**src/rtl/lmc_pkg.sv**
```systemverilog
// Purpose: shared constants for the motor command decoder
// Assumes: byte-level frame interface from a bit-level transceiver
// Notes: identifiers are the 6-bit frame identifiers without parity bits
package lmc_pkg;
	localparam logic [5:0] ID_PREP = 6'h3C;
	localparam logic [5:0] ID_READ = 6'h3D;
	localparam logic [7:0] APP_CMD = 8'h80;
	localparam logic [7:0] FILL_BYTE = 8'hFF;
	localparam logic [6:0] CMD_OTP = 7'h02;
	localparam logic [6:0] CMD_SECURE = 7'h04;
	localparam logic [6:0] CMD_STOP = 7'h05;
	localparam logic [6:0] CMD_CLEAR = 7'h06;
	localparam logic [3:0] LEN_PREP = 4'h8;
	localparam logic [3:0] LEN_SHORT = 4'h2;
	localparam logic [3:0] LEN_OTP = 4'h8;
	localparam logic [3:0] LEN_STATUS = 4'h2;
	localparam logic [7:0] SUM_GOOD = 8'hFF;
	localparam int FLAG_TW = 0;
	localparam int FLAG_TSD = 1;
	localparam int FLAG_UV = 2;
	localparam int FLAG_COIL = 3;
	localparam int FLAG_MISS = 4;
	localparam int FLAG_SUPPLY = 5;
	localparam logic [5:0] FLAGS_RESET = 6'h20;
	localparam logic [15:0] POS_RESET = 16'h0000;
	localparam logic [7:0] OTP_BYTE_RESET = 8'h00;
	typedef enum {ST_IDLE, ST_RX, ST_FETCH, ST_LOAD, ST_SEND} lmc_state_t;
	typedef enum {K_PREP, K_SHORT, K_OTP, K_STATUS} lmc_kind_t;
endpackage : lmc_pkg

```
**src/rtl/lmc_otp_mem.sv**
```systemverilog
// Purpose: one eight-byte otp segment with registered read data
// Assumes: programming port used only while no reading frame runs
// Notes: array itself has no reset, like real fuse contents
`timescale 1ns/100ps
module lmc_otp_mem #(
	parameter int DEPTH = 8,
	parameter int AW = 3
) (
	input wire logic sys_clk_in,
	input wire logic sys_rst_in,
	input wire logic ce_in,
	input wire logic wr_en_in,
	input wire logic [AW-1:0] wr_addr_in,
	input wire logic [7:0] wr_data_in,
	input wire logic [AW-1:0] rd_addr_in,
	output logic [7:0] rd_data_out
);
	logic [7:0] mem [DEPTH];

	always_ff @(posedge sys_clk_in) begin
		if (ce_in && wr_en_in) begin
			mem[wr_addr_in] <= wr_data_in;
		end
	end

	always_ff @(posedge sys_clk_in or posedge sys_rst_in) begin
		if (sys_rst_in) begin
			rd_data_out <= lmc_pkg::OTP_BYTE_RESET;
		end else if (ce_in) begin
			rd_data_out <= mem[rd_addr_in];
		end
	end
endmodule : lmc_otp_mem

```
**src/rtl/lmc_decoder.sv**
```systemverilog
// Purpose: command decoding for a bus-slave stepper positioner
// Assumes: transceiver delivers headers and data bytes, takes reply bytes
// Notes: motion itself lives outside; this block issues pulses and targets
// Function
// - reading frame 0x3D returns eight otp bytes in order, then checksum
// - quick status answers two bytes: switch plus address, then flags and temperature
// - serving quick status clears latched flags unless their cause persists
// - code 0x04 moves motor to stored secure position
// - secure move also on bus loss, after init, before sleep; arbitration may veto
// - two-byte commands decoded from command byte only, not identifier
// - byte one: bit7 set plus code; byte two: broadcast bit plus address
// - coil fault forces emergency stop and shutdown
// - emergency stop while moving sets missed step flag
// - after stop, actual position is copied into target position
// - code 0x05 performs emergency stop, all nodes when broadcast bit clear
// - code 0x06 clears actual and target positions
// - position clear sets reference done flag
`timescale 1ns/100ps
module lmc_decoder #(
	parameter int PW = 16,
	parameter int SW = 11
) (
	input wire logic sys_clk_in,
	input wire logic sys_rst_in,
	input wire logic ce_in,
	input wire logic hdr_valid_in,
	input wire logic [7:0] hdr_pid_in,
	input wire logic rx_valid_in,
	input wire logic [7:0] rx_data_in,
	input wire logic tx_ready_in,
	output logic tx_valid_out,
	output logic [7:0] tx_data_out,
	input wire logic [6:0] node_addr_in,
	input wire logic [5:0] status_id_in,
	input wire logic [5:0] short_id_in,
	input wire logic external_switch_state_in,
	input wire logic [1:0] temp_info_in,
	input wire logic thermal_warning_in,
	input wire logic thermal_shutdown_in,
	input wire logic undervoltage_in,
	input wire logic coil_fault_in,
	input wire logic missed_step_in,
	input wire logic supply_reset_in,
	input wire logic motor_moving_in,
	input wire logic [PW-1:0] actual_position_in,
	input wire logic [SW-1:0] secure_position_in,
	input wire logic lin_lost_in,
	input wire logic init_done_in,
	input wire logic sleep_req_in,
	input wire logic secure_block_in,
	input wire logic otp_wr_en_in,
	input wire logic [2:0] otp_wr_addr_in,
	input wire logic [7:0] otp_wr_data_in,
	output logic [5:0] flags_out,
	output logic [PW-1:0] target_position_out,
	output logic go_safe_position_out,
	output logic hard_stop_out,
	output logic actual_clear_out,
	output logic reference_done_out,
	output logic shutdown_out,
	output logic otp_armed_out
);
	function automatic logic [7:0] csum_add(input logic [7:0] a, input logic [7:0] b);
		logic [8:0] s;
		s = {1'b0, a} + {1'b0, b};
		csum_add = s[7:0] + {7'h00, s[8]};
	endfunction : csum_add

	function automatic logic pid_ok(input logic [7:0] p);
		pid_ok = (p[6] == (p[0] ^ p[1] ^ p[2] ^ p[4])) && (p[7] == ~(p[1] ^ p[3] ^ p[4] ^ p[5]));
	endfunction : pid_ok

	lmc_pkg::lmc_state_t state, next_state;
	lmc_pkg::lmc_kind_t kind, next_kind;
	logic [3:0] idx, next_idx, len, next_len;
	logic [7:0] sum, next_sum, next_tx_data, tx_byte;
	logic [7:0] rxb [8];
	logic [7:0] next_rxb [8];
	logic next_tx_valid, next_armed, rx_last, chk_ok, addr_hit, prep_ok;
	logic cmd_goto, cmd_stop, cmd_clear, flags_clr;
	logic [7:0] mem_q;

	lmc_otp_mem #(.DEPTH(8), .AW(3)) u_otp (
		.sys_clk_in(sys_clk_in),
		.sys_rst_in(sys_rst_in),
		.ce_in(ce_in),
		.wr_en_in(otp_wr_en_in),
		.wr_addr_in(otp_wr_addr_in),
		.wr_data_in(otp_wr_data_in),
		.rd_addr_in(idx[2:0]),
		.rd_data_out(mem_q)
	);

	////////////////////////////////////////////////////////////////////////////
	// frame engine
	always_comb begin
		next_state = state;
		next_kind = kind;
		next_idx = idx;
		next_len = len;
		next_sum = sum;
		next_rxb = rxb;
		next_tx_valid = tx_valid_out;
		next_tx_data = tx_data_out;
		next_armed = otp_armed_out;
		cmd_goto = 1'b0;
		cmd_stop = 1'b0;
		cmd_clear = 1'b0;
		flags_clr = 1'b0;
		rx_last = (state == lmc_pkg::ST_RX) && rx_valid_in && (idx == len);
		chk_ok = csum_add(sum, rx_data_in) == lmc_pkg::SUM_GOOD;
		addr_hit = !rxb[1][7] || (rxb[1][6:0] == node_addr_in);
		prep_ok = (rxb[0] == lmc_pkg::APP_CMD) && (rxb[1] == {1'b1, lmc_pkg::CMD_OTP})
			&& (rxb[2] == {1'b1, node_addr_in}) && (rxb[3] == lmc_pkg::FILL_BYTE)
			&& (rxb[4] == lmc_pkg::FILL_BYTE) && (rxb[5] == lmc_pkg::FILL_BYTE)
			&& (rxb[6] == lmc_pkg::FILL_BYTE) && (rxb[7] == lmc_pkg::FILL_BYTE);
		if (kind == lmc_pkg::K_OTP) begin
			tx_byte = mem_q;
		end else if (idx == 4'h0) begin
			tx_byte = {external_switch_state_in, node_addr_in};
		end else begin
			tx_byte = {flags_out, temp_info_in};
		end
		unique case (state)
			lmc_pkg::ST_IDLE: begin
			end
			lmc_pkg::ST_RX: begin
				if (rx_valid_in && idx < len) begin
					next_rxb[idx[2:0]] = rx_data_in;
					next_sum = csum_add(sum, rx_data_in);
					next_idx = idx + 4'h1;
				end else if (rx_last) begin
					next_state = lmc_pkg::ST_IDLE;
					if (chk_ok && kind == lmc_pkg::K_PREP && prep_ok) begin
						next_armed = 1'b1;
					end else if (chk_ok && kind == lmc_pkg::K_SHORT && rxb[0][7]) begin
						// command byte alone selects the action
						if (rxb[0][6:0] == lmc_pkg::CMD_OTP && rxb[1] == {1'b1, node_addr_in}) begin
							next_armed = 1'b1;
						end
						cmd_goto = addr_hit && rxb[0][6:0] == lmc_pkg::CMD_SECURE;
						cmd_stop = addr_hit && rxb[0][6:0] == lmc_pkg::CMD_STOP;
						cmd_clear = addr_hit && rxb[0][6:0] == lmc_pkg::CMD_CLEAR;
					end
				end
			end
			lmc_pkg::ST_FETCH: begin
				// otp read data needs one cycle to come out of its register
				next_state = lmc_pkg::ST_LOAD;
			end
			lmc_pkg::ST_LOAD: begin
				next_tx_valid = 1'b1;
				next_state = lmc_pkg::ST_SEND;
				if (idx == len) begin
					next_tx_data = ~sum;
				end else begin
					next_tx_data = tx_byte;
					next_sum = csum_add(sum, tx_byte);
				end
			end
			lmc_pkg::ST_SEND: begin
				if (tx_ready_in) begin
					next_tx_valid = 1'b0;
					if (idx == len) begin
						next_state = lmc_pkg::ST_IDLE;
						flags_clr = kind == lmc_pkg::K_STATUS;
					end else begin
						next_idx = idx + 4'h1;
						next_state = lmc_pkg::ST_FETCH;
					end
				end
			end
		endcase
		// a new header aborts whatever frame was running
		if (hdr_valid_in) begin
			next_state = lmc_pkg::ST_IDLE;
			next_tx_valid = 1'b0;
			next_idx = 4'h0;
			if (pid_ok(hdr_pid_in)) begin
				if (hdr_pid_in[5:0] == lmc_pkg::ID_PREP) begin
					next_state = lmc_pkg::ST_RX;
					next_kind = lmc_pkg::K_PREP;
					next_len = lmc_pkg::LEN_PREP;
					next_sum = 8'h00;
				end else if (hdr_pid_in[5:0] == lmc_pkg::ID_READ && otp_armed_out) begin
					next_state = lmc_pkg::ST_FETCH;
					next_kind = lmc_pkg::K_OTP;
					next_len = lmc_pkg::LEN_OTP;
					next_sum = 8'h00;
					next_armed = 1'b0;
				end else if (hdr_pid_in[5:0] == status_id_in) begin
					next_state = lmc_pkg::ST_FETCH;
					next_kind = lmc_pkg::K_STATUS;
					next_len = lmc_pkg::LEN_STATUS;
					next_sum = hdr_pid_in;
				end else if (hdr_pid_in[5:0] == short_id_in) begin
					next_state = lmc_pkg::ST_RX;
					next_kind = lmc_pkg::K_SHORT;
					next_len = lmc_pkg::LEN_SHORT;
					next_sum = hdr_pid_in;
				end
			end
		end
	end

	always_ff @(posedge sys_clk_in or posedge sys_rst_in) begin
		if (sys_rst_in) begin
			state <= lmc_pkg::ST_IDLE;
			kind <= lmc_pkg::K_PREP;
			idx <= 4'h0;
			len <= 4'h0;
			sum <= 8'h00;
			rxb <= '{default: 8'h00};
			tx_valid_out <= 1'b0;
			tx_data_out <= 8'h00;
			otp_armed_out <= 1'b0;
		end else if (ce_in) begin
			state <= next_state;
			kind <= next_kind;
			idx <= next_idx;
			len <= next_len;
			sum <= next_sum;
			rxb <= next_rxb;
			tx_valid_out <= next_tx_valid;
			tx_data_out <= next_tx_data;
			otp_armed_out <= next_armed;
		end
	end

	////////////////////////////////////////////////////////////////////////////
	// flags and motion requests
	logic hard_stop_evt, goto_ok, wait_stop, next_wait_stop, next_shutdown, next_ref;
	logic [5:0] next_flags, flag_set;
	logic [PW-1:0] next_target;

	always_comb begin
		hard_stop_evt = cmd_stop || (coil_fault_in && !shutdown_out);
		next_shutdown = shutdown_out || coil_fault_in;
		goto_ok = (cmd_goto || lin_lost_in || init_done_in || sleep_req_in)
			&& !secure_block_in && !next_shutdown && !hard_stop_evt;
		flag_set = 6'h00;
		flag_set[lmc_pkg::FLAG_TW] = thermal_warning_in;
		flag_set[lmc_pkg::FLAG_TSD] = thermal_shutdown_in;
		flag_set[lmc_pkg::FLAG_UV] = undervoltage_in;
		flag_set[lmc_pkg::FLAG_COIL] = coil_fault_in;
		flag_set[lmc_pkg::FLAG_MISS] = missed_step_in || (hard_stop_evt && motor_moving_in);
		flag_set[lmc_pkg::FLAG_SUPPLY] = supply_reset_in;
		// a cause still present re-sets its flag in the clearing cycle
		next_flags = (flags_out & ~{6{flags_clr}}) | flag_set;
		next_wait_stop = hard_stop_evt || (wait_stop && motor_moving_in);
		next_ref = reference_done_out || cmd_clear;
		next_target = target_position_out;
		if (cmd_clear) begin
			next_target = lmc_pkg::POS_RESET;
		end else if (goto_ok) begin
			next_target = PW'(secure_position_in);
		end else if (wait_stop && !motor_moving_in) begin
			next_target = actual_position_in;
		end
	end

	always_ff @(posedge sys_clk_in or posedge sys_rst_in) begin
		if (sys_rst_in) begin
			flags_out <= lmc_pkg::FLAGS_RESET;
			target_position_out <= lmc_pkg::POS_RESET;
			go_safe_position_out <= 1'b0;
			hard_stop_out <= 1'b0;
			actual_clear_out <= 1'b0;
			reference_done_out <= 1'b0;
			shutdown_out <= 1'b0;
			wait_stop <= 1'b0;
		end else if (ce_in) begin
			flags_out <= next_flags;
			target_position_out <= next_target;
			go_safe_position_out <= goto_ok;
			hard_stop_out <= hard_stop_evt;
			actual_clear_out <= cmd_clear;
			reference_done_out <= next_ref;
			shutdown_out <= next_shutdown;
			wait_stop <= next_wait_stop;
		end
	end

	////////////////////////////////////////////////////////////////////////////
	// checks
	flag_clear_a: assert property (@(posedge sys_clk_in) disable iff (sys_rst_in)
		ce_in && flags_clr && !undervoltage_in |=> !flags_out[lmc_pkg::FLAG_UV])
		else $error("status read did not clear undervoltage flag");
	flag_keep_a: assert property (@(posedge sys_clk_in) disable iff (sys_rst_in)
		ce_in && thermal_warning_in |=> flags_out[lmc_pkg::FLAG_TW])
		else $error("persistent warning cause lost its flag");
	pos_clear_a: assert property (@(posedge sys_clk_in) disable iff (sys_rst_in)
		ce_in && cmd_clear |=> target_position_out == lmc_pkg::POS_RESET
		&& actual_clear_out && reference_done_out)
		else $error("position clear incomplete");
	coil_stop_a: assert property (@(posedge sys_clk_in) disable iff (sys_rst_in)
		ce_in && coil_fault_in && !shutdown_out |=> hard_stop_out && shutdown_out)
		else $error("coil fault without stop and shutdown");
	step_loss_a: assert property (@(posedge sys_clk_in) disable iff (sys_rst_in)
		ce_in && hard_stop_evt && motor_moving_in |=> flags_out[lmc_pkg::FLAG_MISS])
		else $error("stop while moving did not flag missed steps");
	hold_pos_a: assert property (@(posedge sys_clk_in) disable iff (sys_rst_in)
		ce_in && wait_stop && !motor_moving_in && !cmd_clear && !goto_ok
		|=> target_position_out == $past(actual_position_in))
		else $error("stop position not copied to target");
	secure_move_a: assert property (@(posedge sys_clk_in) disable iff (sys_rst_in)
		ce_in && goto_ok && !cmd_clear
		|=> go_safe_position_out && target_position_out == PW'($past(secure_position_in)))
		else $error("secure move not issued");
	bad_sum_a: assert property (@(posedge sys_clk_in) disable iff (sys_rst_in)
		(cmd_goto || cmd_stop || cmd_clear) |-> rx_last && chk_ok)
		else $error("command taken from frame with bad checksum");
	tx_hold_a: assert property (@(posedge sys_clk_in) disable iff (sys_rst_in)
		tx_valid_out && !tx_ready_in && !hdr_valid_in |=> tx_valid_out && $stable(tx_data_out))
		else $error("reply byte dropped before accepted");
endmodule : lmc_decoder

```
**config.mk**
```make
export PLATFORM = sky130hd
export DESIGN_NAME = lmc_decoder
export DESIGN_NICKNAME = d
export VERILOG_FILES = /design/src/rtl/lmc_pkg.sv /design/src/rtl/lmc_otp_mem.sv /design/src/rtl/lmc_decoder.sv
export SDC_FILE = /design/constraint.sdc
export NUM_CORES = 1
export LEC_CHECK = 0
export BUFFER_PORTS_ARGS = -buffer_cell sky130_fd_sc_hd__buf_2
export CORE_MARGIN = 1.5
export CORE_UTILIZATION = 40
export CTS_CLUSTER_SIZE = 16
export DETAILED_ROUTE_END_ITERATION = 10
export PLACE_DENSITY = 0.56
export SYNTH_ARGS = -nofsm -noshare
export SYNTH_HDL_FRONTEND = slang
export SYNTH_HIERARCHICAL = 1
export SYNTH_SLANG_ARGS = --single-unit
```
**constraint.sdc**
```tcl
create_clock -name sys_clk_in -period 14.2 [get_ports sys_clk_in]
set_input_delay 0.71 -clock sys_clk_in [delete_from_list [all_inputs] [get_ports sys_clk_in]]
set_output_delay 0.71 -clock sys_clk_in [all_outputs]
set_load 0.01 [all_outputs]
```
==> run summary <==
The flow ran to the end, and the final reports show no timing, DRC or antenna violations. The number of buffers inserted by post-CTS setup repair came out at 0. The starting density of the core came out at 40.8%. The share of synthesized flip-flops with an asynchronous set or reset is 66.7%. The worst setup path is captured at a register. Of all nets on the critical path, the largest fanout is 25. The count of final setup violators is 0. The share of the Yosys chip area taken by registers is 49.8%.

The sum of net half-perimeters after detailed placement came out at 19.6 mm. The setup clock skew after layout came out at 0.0154 ns. The synthesized design spends more area on one cell type than any other, namely dfrtp_1. After clock tree synthesis, the flow added hold-fix buffers numbering 0.

For this run, the leading register cell type out of synthesis is dfrtp_1. The vias after detailed routing is 7586. After layout, the minimum clock period comes to 5.48 ns. In the final timing run, aggregate negative setup slack is 0 ns. The remaining global-route overflow came out at 0. The count of mapped cells out of synthesis is 923. The count of state elements after synthesis came out at 192. The worst IR drop on VDD is 70.7 µV.

The final net count is 1163. The number of DRC markers in iteration 0 is 488. The CTS buffer count came out at 17. The clock latency reported for the late side of the worst-skew pair is 0.44 ns.

At the pin with the least slew margin, the transition time is 1.14 ns. After clock tree synthesis, the clock-pin slew on the worst setup and hold paths is 0.08 ns. TritonCTS built the clock tree.

The routability congestion estimate came out at 0.876. The maximum number of pins on one net before global-route repair is 51. The cell area after synthesis came out at 0.0103 mm². The tightest min-delay check is of the primary input to asynchronous set/reset pin type. The number of rows created at floorplan is 58. The total of cells resized after clock tree synthesis is 0. Measured along the y axis, the die boundary spans 163 µm. The finished layout holds 1384 standard cells, fillers aside.

The analysis attributes to cell leakage a power of 5.12 nW. The number of antenna violations at the first check in global routing is 0. The number of global-route vias before repair is 7258. The count of yosys warnings during synthesis came out at 6. The power per cell area came out at 172 mW/mm². The worst setup path is launched from a primary input. Across the run, the number of max-cap violations was 0. The share of final-layout standard cells stronger than drive strength 1 came out at 24.1%. Ranked by total cell area, the synthesized netlist is headed by dfrtp_1 31%, edfxtp_1 19%, mux2_2 7.0%. The number of synthesized flops with an enable pin came out at 64.

The area of the die is 0.0267 mm². The library cell used most frequently in the layout, excluding fill and tap cells, is buf_2. The fraction of synthesized cell area taken by the top area cell type is 30.9%. The first global-routing pass estimated 42.2 mm of wire. Clock tree synthesis selected as its root buffer the cell clkbuf_16. Synthesis instantiated 75 different standard cells from the library. The core box area came out at 0.0252 mm². The number of fill cells in the layout came out at 2353. The number of buffers on the longest clock path is 2. The top cell types in the final layout, fill and taps aside, are 130 x buf_2, 126 x dfrtp_1, 64 x mux2_2, 64 x edfxtp_1, 63 x nand2_1. The final max-slew violation count was 0.

The antenna diode count came out at 0. The synthesized area divided by synthesized cell count came out at 11.1 µm². The count of placed standard cells including taps came out at 1352. The worst setup path is of the primary input to register kind. When the netlist entered floorplanning its net count stood at 1045. For this run, the top clock speed supported by timing is 182 MHz. In the global route stage, overall resource usage came out at 20.9%. The number of primary I/O pins is 131. The arrival time reported for the critical path endpoint is 5.78 ns. In this run the tool buffered the top-level ports with 130 buffer cells. Relative to the synthesized area, the layout overhead comes to 14.4%. After detailed routing, the number of vias per cell comes to 5.48. The total power came out at 0.00203 W. The final clock period utilization by the worst path is 38.6%. For this run, design rule violations remaining after detail routing come to 0. The wire length per cell after detailed routing came out at 19.7 µm.

Cells fill 46.7% of the core in the end. The die width is 163 µm. The depth of the worst register-to-register path came out at 16.

Setup repair after global routing left no endpoint under its margin. The data required time of the worst path came out at 14.49 ns. Measured against its own limit, the worst slew margin works out to 23.8%. The first TritonRoute pass finished after 5 iterations. The number of failing hold endpoints at the final stage was 0. The H-tree generated during clock tree synthesis spans 4 levels. The sink count of the clock tree is 192. The number of routed nets with antenna violations is 0. Summed over all layers, the routed wires come to 27.2 mm.
## final timing paths
check                                               end  slack (ns)               start
min in group sys_clk_in              reference_done_out        0.47  reference_done_out
worst min register to register       reference_done_out        0.47  reference_done_out
worst max-delay path            target_position_out[11]        8.72       rx_data_in[0]
max in group asynchronous                       rxb[36]       12.83          sys_rst_in
worst min-delay path               u_otp/rd_data_out[4]        0.27          sys_rst_in
worst max register to register  target_position_out[11]        8.75              sum[0]
## through the flow
step                      cell area (µm²)  hold slack [ns]  setup WS [ns]
final                               11800            0.272           8.72
after global routing                11800            0.279           8.26
after CTS                           11800            0.268           8.71
after detailed placement            11200            0.449           8.27
after global placement              11200            0.448           8.37
after floorplan                     10300            0.449           9.42
## routing by layer
| layer | vias to the layer above | global-route usage (%) | share of wire [%] |
|---|---|---|---|
| met1 | 3731 | 29.6 | 48 |
| met3 | 23 | 3.22 | 4.3 |
| met4 | 0 | 5.92 | 1.4 |
| met2 | 188 | 33.2 | 47 |
| met5 | - | 0 | 0 |
| li1 | 3644 | - | - |
## worst max-delay path, stage by stage
cell and delay [ns]:
buf_2 0.18, ha_1 0.26, fa_1 0.43, a211o_1 0.33, a211oi_2 0.29, nor2_1 0.07
o21a_1 0.17, or2_2 0.27, ha_1 0.22, ha_1 0.29, nor4bb_1 0.34, and3_1 0.20
nand4_1 0.12, nor4_1 0.48, nand3_2 0.57, a31oi_4 0.68, o2bb2ai_1 0.16
## cell families (layout without fill, tap and decap cells)
group,Yosys count,count (layout),synth area share [%]
buffers and inverters,90,221,3.95
XOR/XNOR,49,49,4.44
AND/OR/NAND/NOR,260,260,13.5
adder cells (fa/ha/maj),28,28,3.55
flip-flops,192,192,49.8
multiplexers,96,96,10.1
AO/OA/AOI/OAI,208,208,14.6
## layout make-up
type / instances / area (µm²) / share of cell area [%]
clock buffer: 18 / 429 / 3.65
sequential: 192 / 5130 / 43.6
multi-input combinational: 641 / 4760 / 40.5
clock inverter: 14 / 124 / 1.05
tap: 330 / 413 / 3.51
timing repair buffer: 139 / 718 / 6.11
inverter: 50 / 190 / 1.62
## synthesized netlist by cell type, types with 6 or more instances
cell type  number
xnor2_1        24
a211o_1        21
a22oi_1        10
nor2b_1        24
edfxtp_1       64
a211oi_1        7
a21oi_1        42
nand4b_1       14
nand3_1        25
xor2_1         23
dfrtp_1       127
clkbuf_1       21
mux2i_1        32
o21ai_0        41
o211ai_2        6
a22o_1          7
or3_1           7
inv_1          50
nor2_1         44
o21a_1          6
nand2b_1       10
nor4_1         14
a41o_1          8
ha_1           26
o2bb2ai_1       7
nand4_1        16
a21o_1         15
o211ai_1        8
mux2_2         64
nor3_1         16
buf_2           9
nand2_1        63
## sequential cells by signal, indices dropped and copies added, names as in the netlist
name                  flops
tx_data_out               8
state                     3
len                       1
kind                      2
sum                       8
go_safe_position_out      1
u_otp/mem                64
target_position_out      16
reference_done_out        1
hard_stop_out             1
otp_armed_out             1
idx                       4
tx_valid_out              1
shutdown_out              1
rxb                      64
wait_stop                 1
u_otp/rd_data_out         8
flags_out                 6
actual_clear_out          1
## power by group
part	total, W	internal, W	leakage (nW)	switching, W
Clock	0.000463	0.000231	0.256	0.000232
Combinational	0.000797	0.000348	2.65	0.000449
Sequential	0.000769	0.000671	2.21	0.0000976
No activity file was read; power rests on OpenSTA's default activity.
